### config.mk
export PLATFORM = sky130hd
export DESIGN_NAME = cmpc_top
export DESIGN_NICKNAME = d
export VERILOG_FILES = /design/src/core/cmpc_pkg.sv /design/src/core/cmpc_top.sv
export VERILOG_INCLUDE_DIRS = /design/src /design/src/core
export SDC_FILE = /design/constraint.sdc
export NUM_CORES = 1
export LEC_CHECK = 0
export ABC_AREA = 0
export BUFFER_PORTS_ARGS = -buffer_cell sky130_fd_sc_hd__buf_2
export CORE_AREA = 8 8 106 108
export CTS_CLUSTER_SIZE = 16
export DETAILED_ROUTE_END_ITERATION = 10
export DIE_AREA = 0 0 114 116
export PLACE_DENSITY = 0.75
export SETUP_SLACK_MARGIN = 0.3
export SLEW_MARGIN = 20
export SYNTH_ARGS = -nofsm -noshare
export SYNTH_HDL_FRONTEND = slang
export SYNTH_SLANG_ARGS = --single-unit
### constraint.sdc
create_clock -name CLK -period 2.5 [get_ports CLK]
set_clock_uncertainty 0.2 [all_clocks]
set_input_delay 0.25 -clock CLK [delete_from_list [all_inputs] [get_ports CLK]]
set_output_delay 0.25 -clock CLK [all_outputs]
set_load 0.05 [all_outputs]
### src/core/cmpc_map.svh
// Register offsets, field positions, write masks, reset values and mode codes of the comparator control block.
`ifndef CMPC_MAP_SVH
`define CMPC_MAP_SVH
// ----------------------------------------
// Register word indices and byte addresses
// ----------------------------------------
`define CMPC_IDX_CONV_CTRL_B 8'h03
`define CMPC_IDX_CMP_CTRL 8'h08
`define CMPC_IDX_DIG_OFF 8'h14
`define CMPC_ADDR_CONV_CTRL_B 8'h0C
`define CMPC_ADDR_CMP_CTRL 8'h20
`define CMPC_ADDR_DIG_OFF 8'h50
`define CMPC_ADDR_CONV_A 8'h60
`define CMPC_ADDR_CONV_MUX 8'h64
`define CMPC_ADDR_SYS 8'h68
`define CMPC_ADDR_IRQ_STAT 8'h6C
`define CMPC_ADDR_IRQ_MASK 8'h70
`define CMPC_ADDR_PINS 8'h74
// ----------------------------------------
// Field positions
// ----------------------------------------
`define CMPC_B_NEG_MUX_EN 6
`define CMPC_B_DISABLE 7
`define CMPC_B_BANDGAP 6
`define CMPC_B_RESULT 5
`define CMPC_B_FLAG 4
`define CMPC_B_IRQ_EN 3
`define CMPC_B_RESERVED 2
`define CMPC_B_CONV_EN 7
`define CMPC_B_GLOBAL_IE 7
`define CMPC_B_VEC_ACK 0
// ----------------------------------------
// Write masks and reset values
// ----------------------------------------
`define CMPC_WMASK_CONV_CTRL_B 8'hE7
`define CMPC_WMASK_CMP_CTRL 8'hCB
`define CMPC_WMASK_DIG_OFF 8'h3F
`define CMPC_RST_8 8'h00
`define CMPC_IRQ_W 3
`define CMPC_MODE_TOGGLE 2'h0
`define CMPC_MODE_FALL 2'h2
`define CMPC_MODE_RISE 2'h3
`define CMPC_RESP_OKAY 2'h0
`define CMPC_RESP_SLVERR 2'h2
`endif

### src/core/cmpc_pkg.sv
// Types shared by the comparator control block.
package cmpc_pkg;
	// Write address and data captured from the bus.
	typedef struct packed
	{
		logic [7:0] addr;
		logic [31:0] data;
		logic [3:0] strb;
	} cmpc_wr_t;
	// Bus slave sequencing states.
	typedef enum logic [1:0]
	{
		CMPC_IDLE = 2'b00,
		CMPC_RESP = 2'b01
	} cmpc_bus_t;
endpackage

### src/core/cmpc_top.sv
// Comparator control logic with input routing, result synchroniser, event detection and AXI4-Lite registers.
//
// The implementer's own choice: the AXI4-Lite slave port.
`timescale 1ns/10ps
`include "cmpc_map.svh"

// Overview of operation
// - Result high while positive input exceeds negative
// - Mux enable, converter off: channel replaces negative
// - Bandgap select routes reference to positive input
// - Disable bit switches comparator off anytime
// - Result synchronised, one to two cycles delay
// - Flag set on event chosen by mode
// - Mode 00 toggle, 10 fall, 11 rise
// - Interrupt needs flag, enable and global enable
// - Flag cleared by vector or writing one
// - Reserved bit two reads zero always
// - Input-off bit forces port bit zero
module cmpc_top
(
	input wire logic CLK,
	input wire logic RST_N,
	input wire logic CMP_GT_POS_NEG, // Analog comparator raw output for the selected pair.
	input wire logic [1:0] PIN_LEVELS, // Digital levels of negative and positive pins.
	output logic NEG_SEL_CHANNEL, // High when a converter channel replaces the negative pin.
	output logic [1:0] NEG_CHANNEL, // Converter channel routed to the negative input.
	output logic POS_SEL_BANDGAP, // High when the reference feeds the positive input.
	output logic CMP_POWER_OFF, // Switches the analog comparator off.
	output logic [1:0] PIN_BUF_OFF, // Digital input buffer disables, negative then positive.
	output logic CMP_IRQ, // Comparator interrupt request.
	output logic SYS_IRQ, // Masked summary interrupt.
	input wire logic [7:0] S_AXI_AWADDR,
	input wire logic S_AXI_AWVALID,
	output logic S_AXI_AWREADY,
	input wire logic [31:0] S_AXI_WDATA,
	input wire logic [3:0] S_AXI_WSTRB,
	input wire logic S_AXI_WVALID,
	output logic S_AXI_WREADY,
	output logic [1:0] S_AXI_BRESP,
	output logic S_AXI_BVALID,
	input wire logic S_AXI_BREADY,
	input wire logic [7:0] S_AXI_ARADDR,
	input wire logic S_AXI_ARVALID,
	output logic S_AXI_ARREADY,
	output logic [31:0] S_AXI_RDATA,
	output logic [1:0] S_AXI_RRESP,
	output logic S_AXI_RVALID,
	input wire logic S_AXI_RREADY
);
	// ----------------------------------------
	// Helpers
	// ----------------------------------------
	// Merges written byte lane zero into a register under its writable mask.
	function automatic logic [7:0] merge8(input logic [7:0] old, input logic [31:0] d, input logic [3:0] s,
		input logic [7:0] m);
		merge8 = s[0] ? ((old & ~m) | (d[7:0] & m)) : old;
	endfunction

	// ----------------------------------------
	// Registers
	// ----------------------------------------
	logic [7:0] conv_b_r; // Converter control B, holds the negative mux enable.
	logic [7:0] cmp_ctrl_r; // Disable, bandgap, enable and mode bits; flag lives apart.
	logic [7:0] dig_off_r; // Digital input disables.
	logic [7:0] conv_a_r; // Converter control A mirror, holds converter enable.
	logic [7:0] conv_mux_r; // Converter mux mirror, holds channel select.
	logic [7:0] sys_r; // Global interrupt enable only; the vector acknowledge bit is not stored.
	logic [2:0] irq_stat_r; // Sticky events: compare flag, rise, fall.
	logic [2:0] irq_mask_r; // Mask of the same layout.
	logic flag_r; // Compare event flag.
	logic sync1_r; // First synchroniser stage, read only by the second.
	logic sync2_r; // Visible compare result.
	logic prev_r; // Result one cycle earlier for edge detection.
	logic [1:0] pins_r; // Port input bits after buffer disables.
	logic aw_hold_r, w_hold_r; // Captured halves of a write.
	cmpc_pkg::cmpc_wr_t wr_r; // Captured write payload.
	cmpc_pkg::cmpc_bus_t wst_r; // Write response state.
	logic vec_ack_r; // One-cycle vector execution strobe.

	// ----------------------------------------
	// Comparator path and events
	// ----------------------------------------
	// The disable bit both powers the comparator down and gates every event source below.
	// Gating here rather than at the flag keeps status and flag consistent while off.
	wire cmp_off = cmp_ctrl_r[`CMPC_B_DISABLE];
	wire [1:0] mode = cmp_ctrl_r[1:0];
	// Edges compare the visible result with its value one cycle earlier.
	wire rise = sync2_r & ~prev_r;
	wire fall = ~sync2_r & prev_r;
	// Reserved mode 01 raises no compare event, a safe reading of an undefined code.
	wire cmp_evt = !cmp_off & ((mode == `CMPC_MODE_TOGGLE & (rise | fall)) | (mode == `CMPC_MODE_FALL & fall)
		| (mode == `CMPC_MODE_RISE & rise));
	// The converter owns its multiplexer while enabled, so channel routing waits for it to be off.
	wire neg_ch = conv_b_r[`CMPC_B_NEG_MUX_EN] & !conv_a_r[`CMPC_B_CONV_EN];

	// Synchroniser freezes while off, so a result change that lasts through the off time fires an event once it is back on.
	always_ff @(posedge CLK or negedge RST_N)
	begin
		if (!RST_N)
		begin
			sync1_r <= 1'b0;
			sync2_r <= 1'b0;
			prev_r <= 1'b0;
		end
		else if (!cmp_off)
		begin
			sync1_r <= CMP_GT_POS_NEG;
			sync2_r <= sync1_r;
			prev_r <= sync2_r;
		end
	end

	// Routing and pin outputs, registered so every output comes from a flop.
	always_ff @(posedge CLK or negedge RST_N)
	begin
		if (!RST_N)
		begin
			NEG_SEL_CHANNEL <= 1'b0;
			NEG_CHANNEL <= 2'b00;
			POS_SEL_BANDGAP <= 1'b0;
			CMP_POWER_OFF <= 1'b0;
			PIN_BUF_OFF <= 2'b00;
			pins_r <= 2'b00;
			CMP_IRQ <= 1'b0;
			SYS_IRQ <= 1'b0;
		end
		else
		begin
			NEG_SEL_CHANNEL <= neg_ch;
			NEG_CHANNEL <= neg_ch ? conv_mux_r[1:0] : 2'b00;
			POS_SEL_BANDGAP <= cmp_ctrl_r[`CMPC_B_BANDGAP];
			CMP_POWER_OFF <= cmp_off;
			PIN_BUF_OFF <= dig_off_r[1:0];
			pins_r <= PIN_LEVELS & ~dig_off_r[1:0];
			// The request is registered, so it follows the flag by one cycle.
			CMP_IRQ <= flag_r & cmp_ctrl_r[`CMPC_B_IRQ_EN] & sys_r[`CMPC_B_GLOBAL_IE];
			SYS_IRQ <= |(irq_stat_r & irq_mask_r);
		end
	end

	// ----------------------------------------
	// Bus slave: write path
	// ----------------------------------------
	// A channel is taken at the edge where its valid and ready are both high.
	wire aw_take = S_AXI_AWVALID & S_AXI_AWREADY;
	wire w_take = S_AXI_WVALID & S_AXI_WREADY;
	wire have_aw = aw_hold_r | aw_take;
	wire have_w = w_hold_r | w_take;
	wire wr_go = have_aw & have_w & (wst_r == cmpc_pkg::CMPC_IDLE);
	// Whichever half arrives in this cycle is used directly, the other comes from the holding register.
	// This lets the write land at the same edge as the later handshake, without an extra state.
	wire [7:0] wa = aw_take ? S_AXI_AWADDR : wr_r.addr;
	wire [31:0] wd = w_take ? S_AXI_WDATA : wr_r.data;
	wire [3:0] ws = w_take ? S_AXI_WSTRB : wr_r.strb;
	wire wa_ok = (wa == `CMPC_ADDR_CONV_CTRL_B) | (wa == `CMPC_ADDR_CMP_CTRL) | (wa == `CMPC_ADDR_DIG_OFF)
		| (wa == `CMPC_ADDR_CONV_A) | (wa == `CMPC_ADDR_CONV_MUX) | (wa == `CMPC_ADDR_SYS)
		| (wa == `CMPC_ADDR_IRQ_STAT) | (wa == `CMPC_ADDR_IRQ_MASK);
	wire we_ctrl = wr_go & (wa == `CMPC_ADDR_CMP_CTRL) & ws[0];
	wire flag_w1c = we_ctrl & wd[`CMPC_B_FLAG];
	wire stat_w1c = wr_go & (wa == `CMPC_ADDR_IRQ_STAT) & ws[0];
	// Status events mirror the flag event plus raw edges, independent of the selected mode.
	wire [2:0] evts = {cmp_evt, rise & !cmp_off, fall & !cmp_off};

	// Address and data channels are taken in either order, held until both are in.
	always_ff @(posedge CLK or negedge RST_N)
	begin
		if (!RST_N)
		begin
			aw_hold_r <= 1'b0;
			w_hold_r <= 1'b0;
			wr_r <= '0;
			wst_r <= cmpc_pkg::CMPC_IDLE;
			S_AXI_AWREADY <= 1'b0;
			S_AXI_WREADY <= 1'b0;
			S_AXI_BVALID <= 1'b0;
			S_AXI_BRESP <= `CMPC_RESP_OKAY;
		end
		else
		begin
			S_AXI_AWREADY <= !have_aw & (wst_r == cmpc_pkg::CMPC_IDLE) & !S_AXI_AWREADY;
			S_AXI_WREADY <= !have_w & (wst_r == cmpc_pkg::CMPC_IDLE) & !S_AXI_WREADY;
			if (aw_take)
				wr_r.addr <= S_AXI_AWADDR;
			if (w_take)
			begin
				wr_r.data <= S_AXI_WDATA;
				wr_r.strb <= S_AXI_WSTRB;
			end
			case (wst_r)
				cmpc_pkg::CMPC_IDLE:
				begin
					aw_hold_r <= have_aw & !wr_go;
					w_hold_r <= have_w & !wr_go;
					if (wr_go)
					begin
						wst_r <= cmpc_pkg::CMPC_RESP;
						S_AXI_BVALID <= 1'b1;
						S_AXI_BRESP <= wa_ok ? `CMPC_RESP_OKAY : `CMPC_RESP_SLVERR;
					end
				end
				default:
				begin
					if (S_AXI_BREADY)
					begin
						S_AXI_BVALID <= 1'b0;
						wst_r <= cmpc_pkg::CMPC_IDLE;
					end
				end
			endcase
		end
	end

	// Register writes; hardware sets beat software clears in the same cycle.
	always_ff @(posedge CLK or negedge RST_N)
	begin
		if (!RST_N)
		begin
			conv_b_r <= `CMPC_RST_8;
			cmp_ctrl_r <= `CMPC_RST_8;
			dig_off_r <= `CMPC_RST_8;
			conv_a_r <= `CMPC_RST_8;
			conv_mux_r <= `CMPC_RST_8;
			sys_r <= `CMPC_RST_8;
			irq_mask_r <= 3'b000;
			irq_stat_r <= 3'b000;
			flag_r <= 1'b0;
			vec_ack_r <= 1'b0;
		end
		else
		begin
			// Vector execution is a write-only strobe; it clears the flag one cycle after the write lands.
			vec_ack_r <= wr_go & (wa == `CMPC_ADDR_SYS) & ws[0] & wd[`CMPC_B_VEC_ACK];
			if (wr_go & (wa == `CMPC_ADDR_CONV_CTRL_B))
				conv_b_r <= merge8(conv_b_r, wd, ws, `CMPC_WMASK_CONV_CTRL_B);
			if (we_ctrl)
				cmp_ctrl_r <= merge8(cmp_ctrl_r, wd, ws, `CMPC_WMASK_CMP_CTRL);
			if (wr_go & (wa == `CMPC_ADDR_DIG_OFF))
				dig_off_r <= merge8(dig_off_r, wd, ws, `CMPC_WMASK_DIG_OFF);
			if (wr_go & (wa == `CMPC_ADDR_CONV_A))
				conv_a_r <= merge8(conv_a_r, wd, ws, 8'hFF);
			if (wr_go & (wa == `CMPC_ADDR_CONV_MUX))
				conv_mux_r <= merge8(conv_mux_r, wd, ws, 8'hFF);
			if (wr_go & (wa == `CMPC_ADDR_SYS))
				sys_r <= merge8(sys_r, wd, ws, 8'h80);
			if (wr_go & (wa == `CMPC_ADDR_IRQ_MASK) & ws[0])
				irq_mask_r <= wd[2:0];
			// Set wins over clear for both the status bits and the flag, so only an event at the edge of a vector write is lost.
			irq_stat_r <= (irq_stat_r & ~(stat_w1c ? wd[2:0] : 3'b000)) | evts;
			flag_r <= (flag_r & !(flag_w1c | vec_ack_r)) | cmp_evt;
		end
	end

	// ----------------------------------------
	// Bus slave: read path
	// ----------------------------------------
	// The result bit is read-only and reflects the synchroniser output, not the raw comparator.
	// Reserved bit two is hard-wired low, whatever was written.
	wire [7:0] ctrl_rd = {cmp_ctrl_r[7:6], sync2_r, flag_r, cmp_ctrl_r[3], 1'b0, cmp_ctrl_r[1:0]};
	wire [7:0] ra = S_AXI_ARADDR;
	wire [7:0] rd_val;
	wire rd_ok;
	// Address decode for reads; an unmapped address returns zero with an error response.
	assign rd_val = (ra == `CMPC_ADDR_CONV_CTRL_B) ? conv_b_r
		: (ra == `CMPC_ADDR_CMP_CTRL) ? ctrl_rd
		: (ra == `CMPC_ADDR_DIG_OFF) ? dig_off_r
		: (ra == `CMPC_ADDR_CONV_A) ? conv_a_r
		: (ra == `CMPC_ADDR_CONV_MUX) ? conv_mux_r
		: (ra == `CMPC_ADDR_SYS) ? sys_r
		: (ra == `CMPC_ADDR_IRQ_STAT) ? {5'b00000, irq_stat_r}
		: (ra == `CMPC_ADDR_IRQ_MASK) ? {5'b00000, irq_mask_r}
		: (ra == `CMPC_ADDR_PINS) ? {6'b000000, pins_r}
		: 8'h00;
	assign rd_ok = (ra == `CMPC_ADDR_CONV_CTRL_B) | (ra == `CMPC_ADDR_CMP_CTRL) | (ra == `CMPC_ADDR_DIG_OFF)
		| (ra == `CMPC_ADDR_CONV_A) | (ra == `CMPC_ADDR_CONV_MUX) | (ra == `CMPC_ADDR_SYS)
		| (ra == `CMPC_ADDR_IRQ_STAT) | (ra == `CMPC_ADDR_IRQ_MASK) | (ra == `CMPC_ADDR_PINS);

	// One read at a time: ready pulses, data follows one cycle later and stands until taken.
	always_ff @(posedge CLK or negedge RST_N)
	begin
		if (!RST_N)
		begin
			S_AXI_ARREADY <= 1'b0;
			S_AXI_RVALID <= 1'b0;
			S_AXI_RDATA <= 32'h0000_0000;
			S_AXI_RRESP <= `CMPC_RESP_OKAY;
		end
		else
		begin
			S_AXI_ARREADY <= S_AXI_ARVALID & !S_AXI_ARREADY & !S_AXI_RVALID;
			if (S_AXI_ARVALID & S_AXI_ARREADY)
			begin
				S_AXI_RVALID <= 1'b1;
				S_AXI_RDATA <= {24'h00_0000, rd_val};
				S_AXI_RRESP <= rd_ok ? `CMPC_RESP_OKAY : `CMPC_RESP_SLVERR;
			end
			else if (S_AXI_RREADY)
				S_AXI_RVALID <= 1'b0;
		end
	end
endmodule // cmpc_top

==> impl_metrics.tcl <==
set metrics [dict create \
    areaGrowthSynthToFinish_pct 24.0 \
    rsz0062_at_grt "true" \
    cts_tree "yes" \
    crit_family "simple AND/OR/NAND/NOR gates" \
    crit_buf_inv 1 \
    cp-start-kind "register" \
    io_pins 112 \
    p_per_area_nw_per_um2 809 \
    cts.root.buffer_cell "clkbuf_8" \
    vdd_drop_max_uv 685 \
    setup_viol 0 \
    period_needed_ps 2440 \
    post_dp_cell_area_um2 4950 \
    wl_per_cell_um 17.7 \
    syn_inst 414 \
    min_path_type "in2reg" \
    cts_buffers 9 \
    drive_above_1_share_pct 33.1 \
    routed_wl_mm 11.5 \
    hold_violations 0 \
    fmax_mhz 410 \
    outcome "complete, no violations" \
    port_buffers 58 \
    power.leakage_nw 2.59 \
    antenna_found_initial 0 \
    track_usage_pct 17.7 \
    htreeDepth 3 \
    rows 36 \
    crit_required_ps 2540 \
    worst_pin_slew_ps 559 \
    final.period_utilization_pct 97.7 \
    synth.avg_cell_area_um2 10.8 \
    drc 0 \
    clk_pin_slew_ps 90 \
    post-place-ws_ps 39.8 \
    gp_congestion 0.887 \
    core_um2 9550 \
    nNetsFinal 573 \
    design_area_um2 5530 \
    timing.final.ws_setup_ps 58.6 \
    first_iter_violations 167 \
    finalPower_mw 4.47 \
    async_reset_ff_share_pct 100 \
    dpl.cell_count 604 \
    clkLatencyLatePin_ps 360 \
    synth_area_um2 4460 \
    ys_seq_area_share_pct 50.5 \
    grt_overflow 0 \
    drv_cap 0 \
    ant_nets 0 \
    die_y_um 116 \
    vias_per_cell 5.41 \
    ys_types 59 \
    drv_slew 0 \
    vias 3503 \
    synth-edff-count 0 \
    synthFlopType "dfrtp_1" \
    grt_pass1_wl_mm 18.4 \
    n_antenna_cell 0 \
    synth_seq_cells 90 \
    dpl.hpwl_mm 8.12 \
    finalNonFillerCells 647 \
    cts_buffer_depth 2 \
    path_cells "and4b_1 -> a31oi_2 -> or4_4 -> or3_4 -> buf_12 -> mux2_4" \
    timing_worst_setup_path_type "reg2reg" \
    grt_max_degree 57 \
    cpMaxStageDelayCell "or4_4" \
    max_stage_delay_ps 580 \
    dieArea_um2 13200 \
    crit_arrival_ps 2480 \
    clock-sinks 90 \
    fp.dieW_um 114 \
    endpoint_kind "register" \
    final_common_cell "dfrtp_1" \
    first_global_vias 3570 \
    fin_util_pct 57.9 \
    drt_pre_antenna_iters 4 \
    critical_path.max_fanout 8 \
    start_util_pct 46.7 \
    yosys_warnings 0 \
    relSlewSlack_pct 62.6 \
    final_cell_mix "dfrtp_1 (88), buf_2 (57), nand2_1 (36), mux2_4 (27), conb_1 (26)" \
]
metrics by stage:
| stage | hold WS, ps | setup TNS, ps |
|---|---|---|
| 6_report | 57.7 | 0 |
| 5_1_grt | 50.5 | -0.386 |
| 4_1_cts | 37.0 | 0 |
| 3_5_place_dp | 36.6 | 0 |
| 3_3_place_gp | 33.5 | 0 |
| 2_1_floorplan | -246 | -3360 |
worst reg2reg max path, cell delays in order, from the launching register on:
cell and delay [ps]:
dfrtp_2 450, and4b_1 220, a31oi_2 50, or4_4 580, or3_4 370, buf_12 160
mux2_4 290
layer usage:
metal | track usage [%] | routed length [um] | up-vias
li1 | - | - | 1627
met1 | 22.2 | 4850 | 1714
met2 | 29.4 | 5500 | 140
met3 | 4.48 | 884 | 22
met4 | 5.32 | 237 | 0
met5 | 0 | 0 | -
cell usage after synthesis (all sizes together), types with 3 or more instances:
| master | instances | share of area, % |
|---|---|---|
| a211oi | 4 | 0.67 |
| and2 | 4 | 0.56 |
| nand2 | 36 | 3.0 |
| o22ai | 3 | 0.42 |
| or4 | 4 | 0.76 |
| dfrtp | 90 | 50 |
| nor4 | 4 | 0.56 |
| o21ai | 23 | 2.6 |
| mux2i | 7 | 1.6 |
| mux2 | 43 | 12 |
| buf | 31 | 5.5 |
| nand2b | 6 | 0.84 |
| a21oi | 15 | 1.8 |
| and3 | 4 | 0.56 |
| clkbuf | 13 | 1.1 |
| nor2 | 17 | 1.4 |
| o31ai | 7 | 1.2 |
| o31a | 3 | 0.59 |
| a22oi | 4 | 0.67 |
| a31oi | 9 | 1.3 |
| nor3b | 5 | 0.95 |
| nor2b | 8 | 1.1 |
| nor3 | 11 | 1.6 |
| inv | 19 | 1.6 |
| nand3 | 6 | 0.67 |
| or3 | 4 | 0.56 |
where the power goes:
part	total (mW)	internal (mW)	switching, mW
clock	0.929	0.375	0.554
combinational	1.61	0.569	1.05
sequential	1.93	1.74	0.195
state kept, by name (all words and copies together), names as in the netlist, 2 cells and up:
signal,count
cmp_ctrl_r,5
NEG_CHANNEL,2
conv_mux_r,8
pins_r,2
dig_off_r,6
irq_stat_r,3
PIN_BUF_OFF,2
S_AXI_RDATA,8
irq_mask_r,3
conv_a_r,8
conv_b_r,6
wr_r,17
logic make-up (layout without fill, tap and decap cells):
group,Yosys count,in the layout,synth area share [%]
DFF,90,90,50.5
other,1,26,0.0840
adders and majority gates,2,2,0.561
and+or+nand+nor,121,121,14.9
buffers and inverters,63,138,8.16
AOI/OAI and AO/OA,87,87,12.8
muxes,50,50,13.1
cell type report:
type,count,area (um2)
clock buffer,9,124
clock inverter,7,57.6
tap,133,166
fill,815,4020
inverter,19,71.3
multi-input combinational,286,2100
timing repair buffer,103,756
sequential,90,2250
worst paths after layout:
| check | start | to | slack (ps) | depth (start not counted) |
|---|---|---|---|---|
| max | S_AXI_AWREADY | conv_a_r[3] | 60 | 6 |
| min | S_AXI_WSTRB[0] | wr_r[0] | 60 | 3 |
| max reg2reg | S_AXI_AWREADY | conv_a_r[3] | 60 | 6 |
| min reg2reg | cmp_ctrl_r[6] | POS_SEL_BANDGAP | 240 | 0 |
| max in group asynchronous | RST_N | S_AXI_WREADY | 1240 | 3 |
| min in group asynchronous | RST_N | NEG_SEL_CHANNEL | 180 | 2 |
timing repair:
action	in CTS	in global routing
endpoints found under the hold margin	52	0
hold buffers	19	0
pin swaps	5	2
endpoints found under the setup margin	37	40
buffers inserted	4	4
resized for setup	22	11
Note: power is estimated with default switching activity, not from simulation.
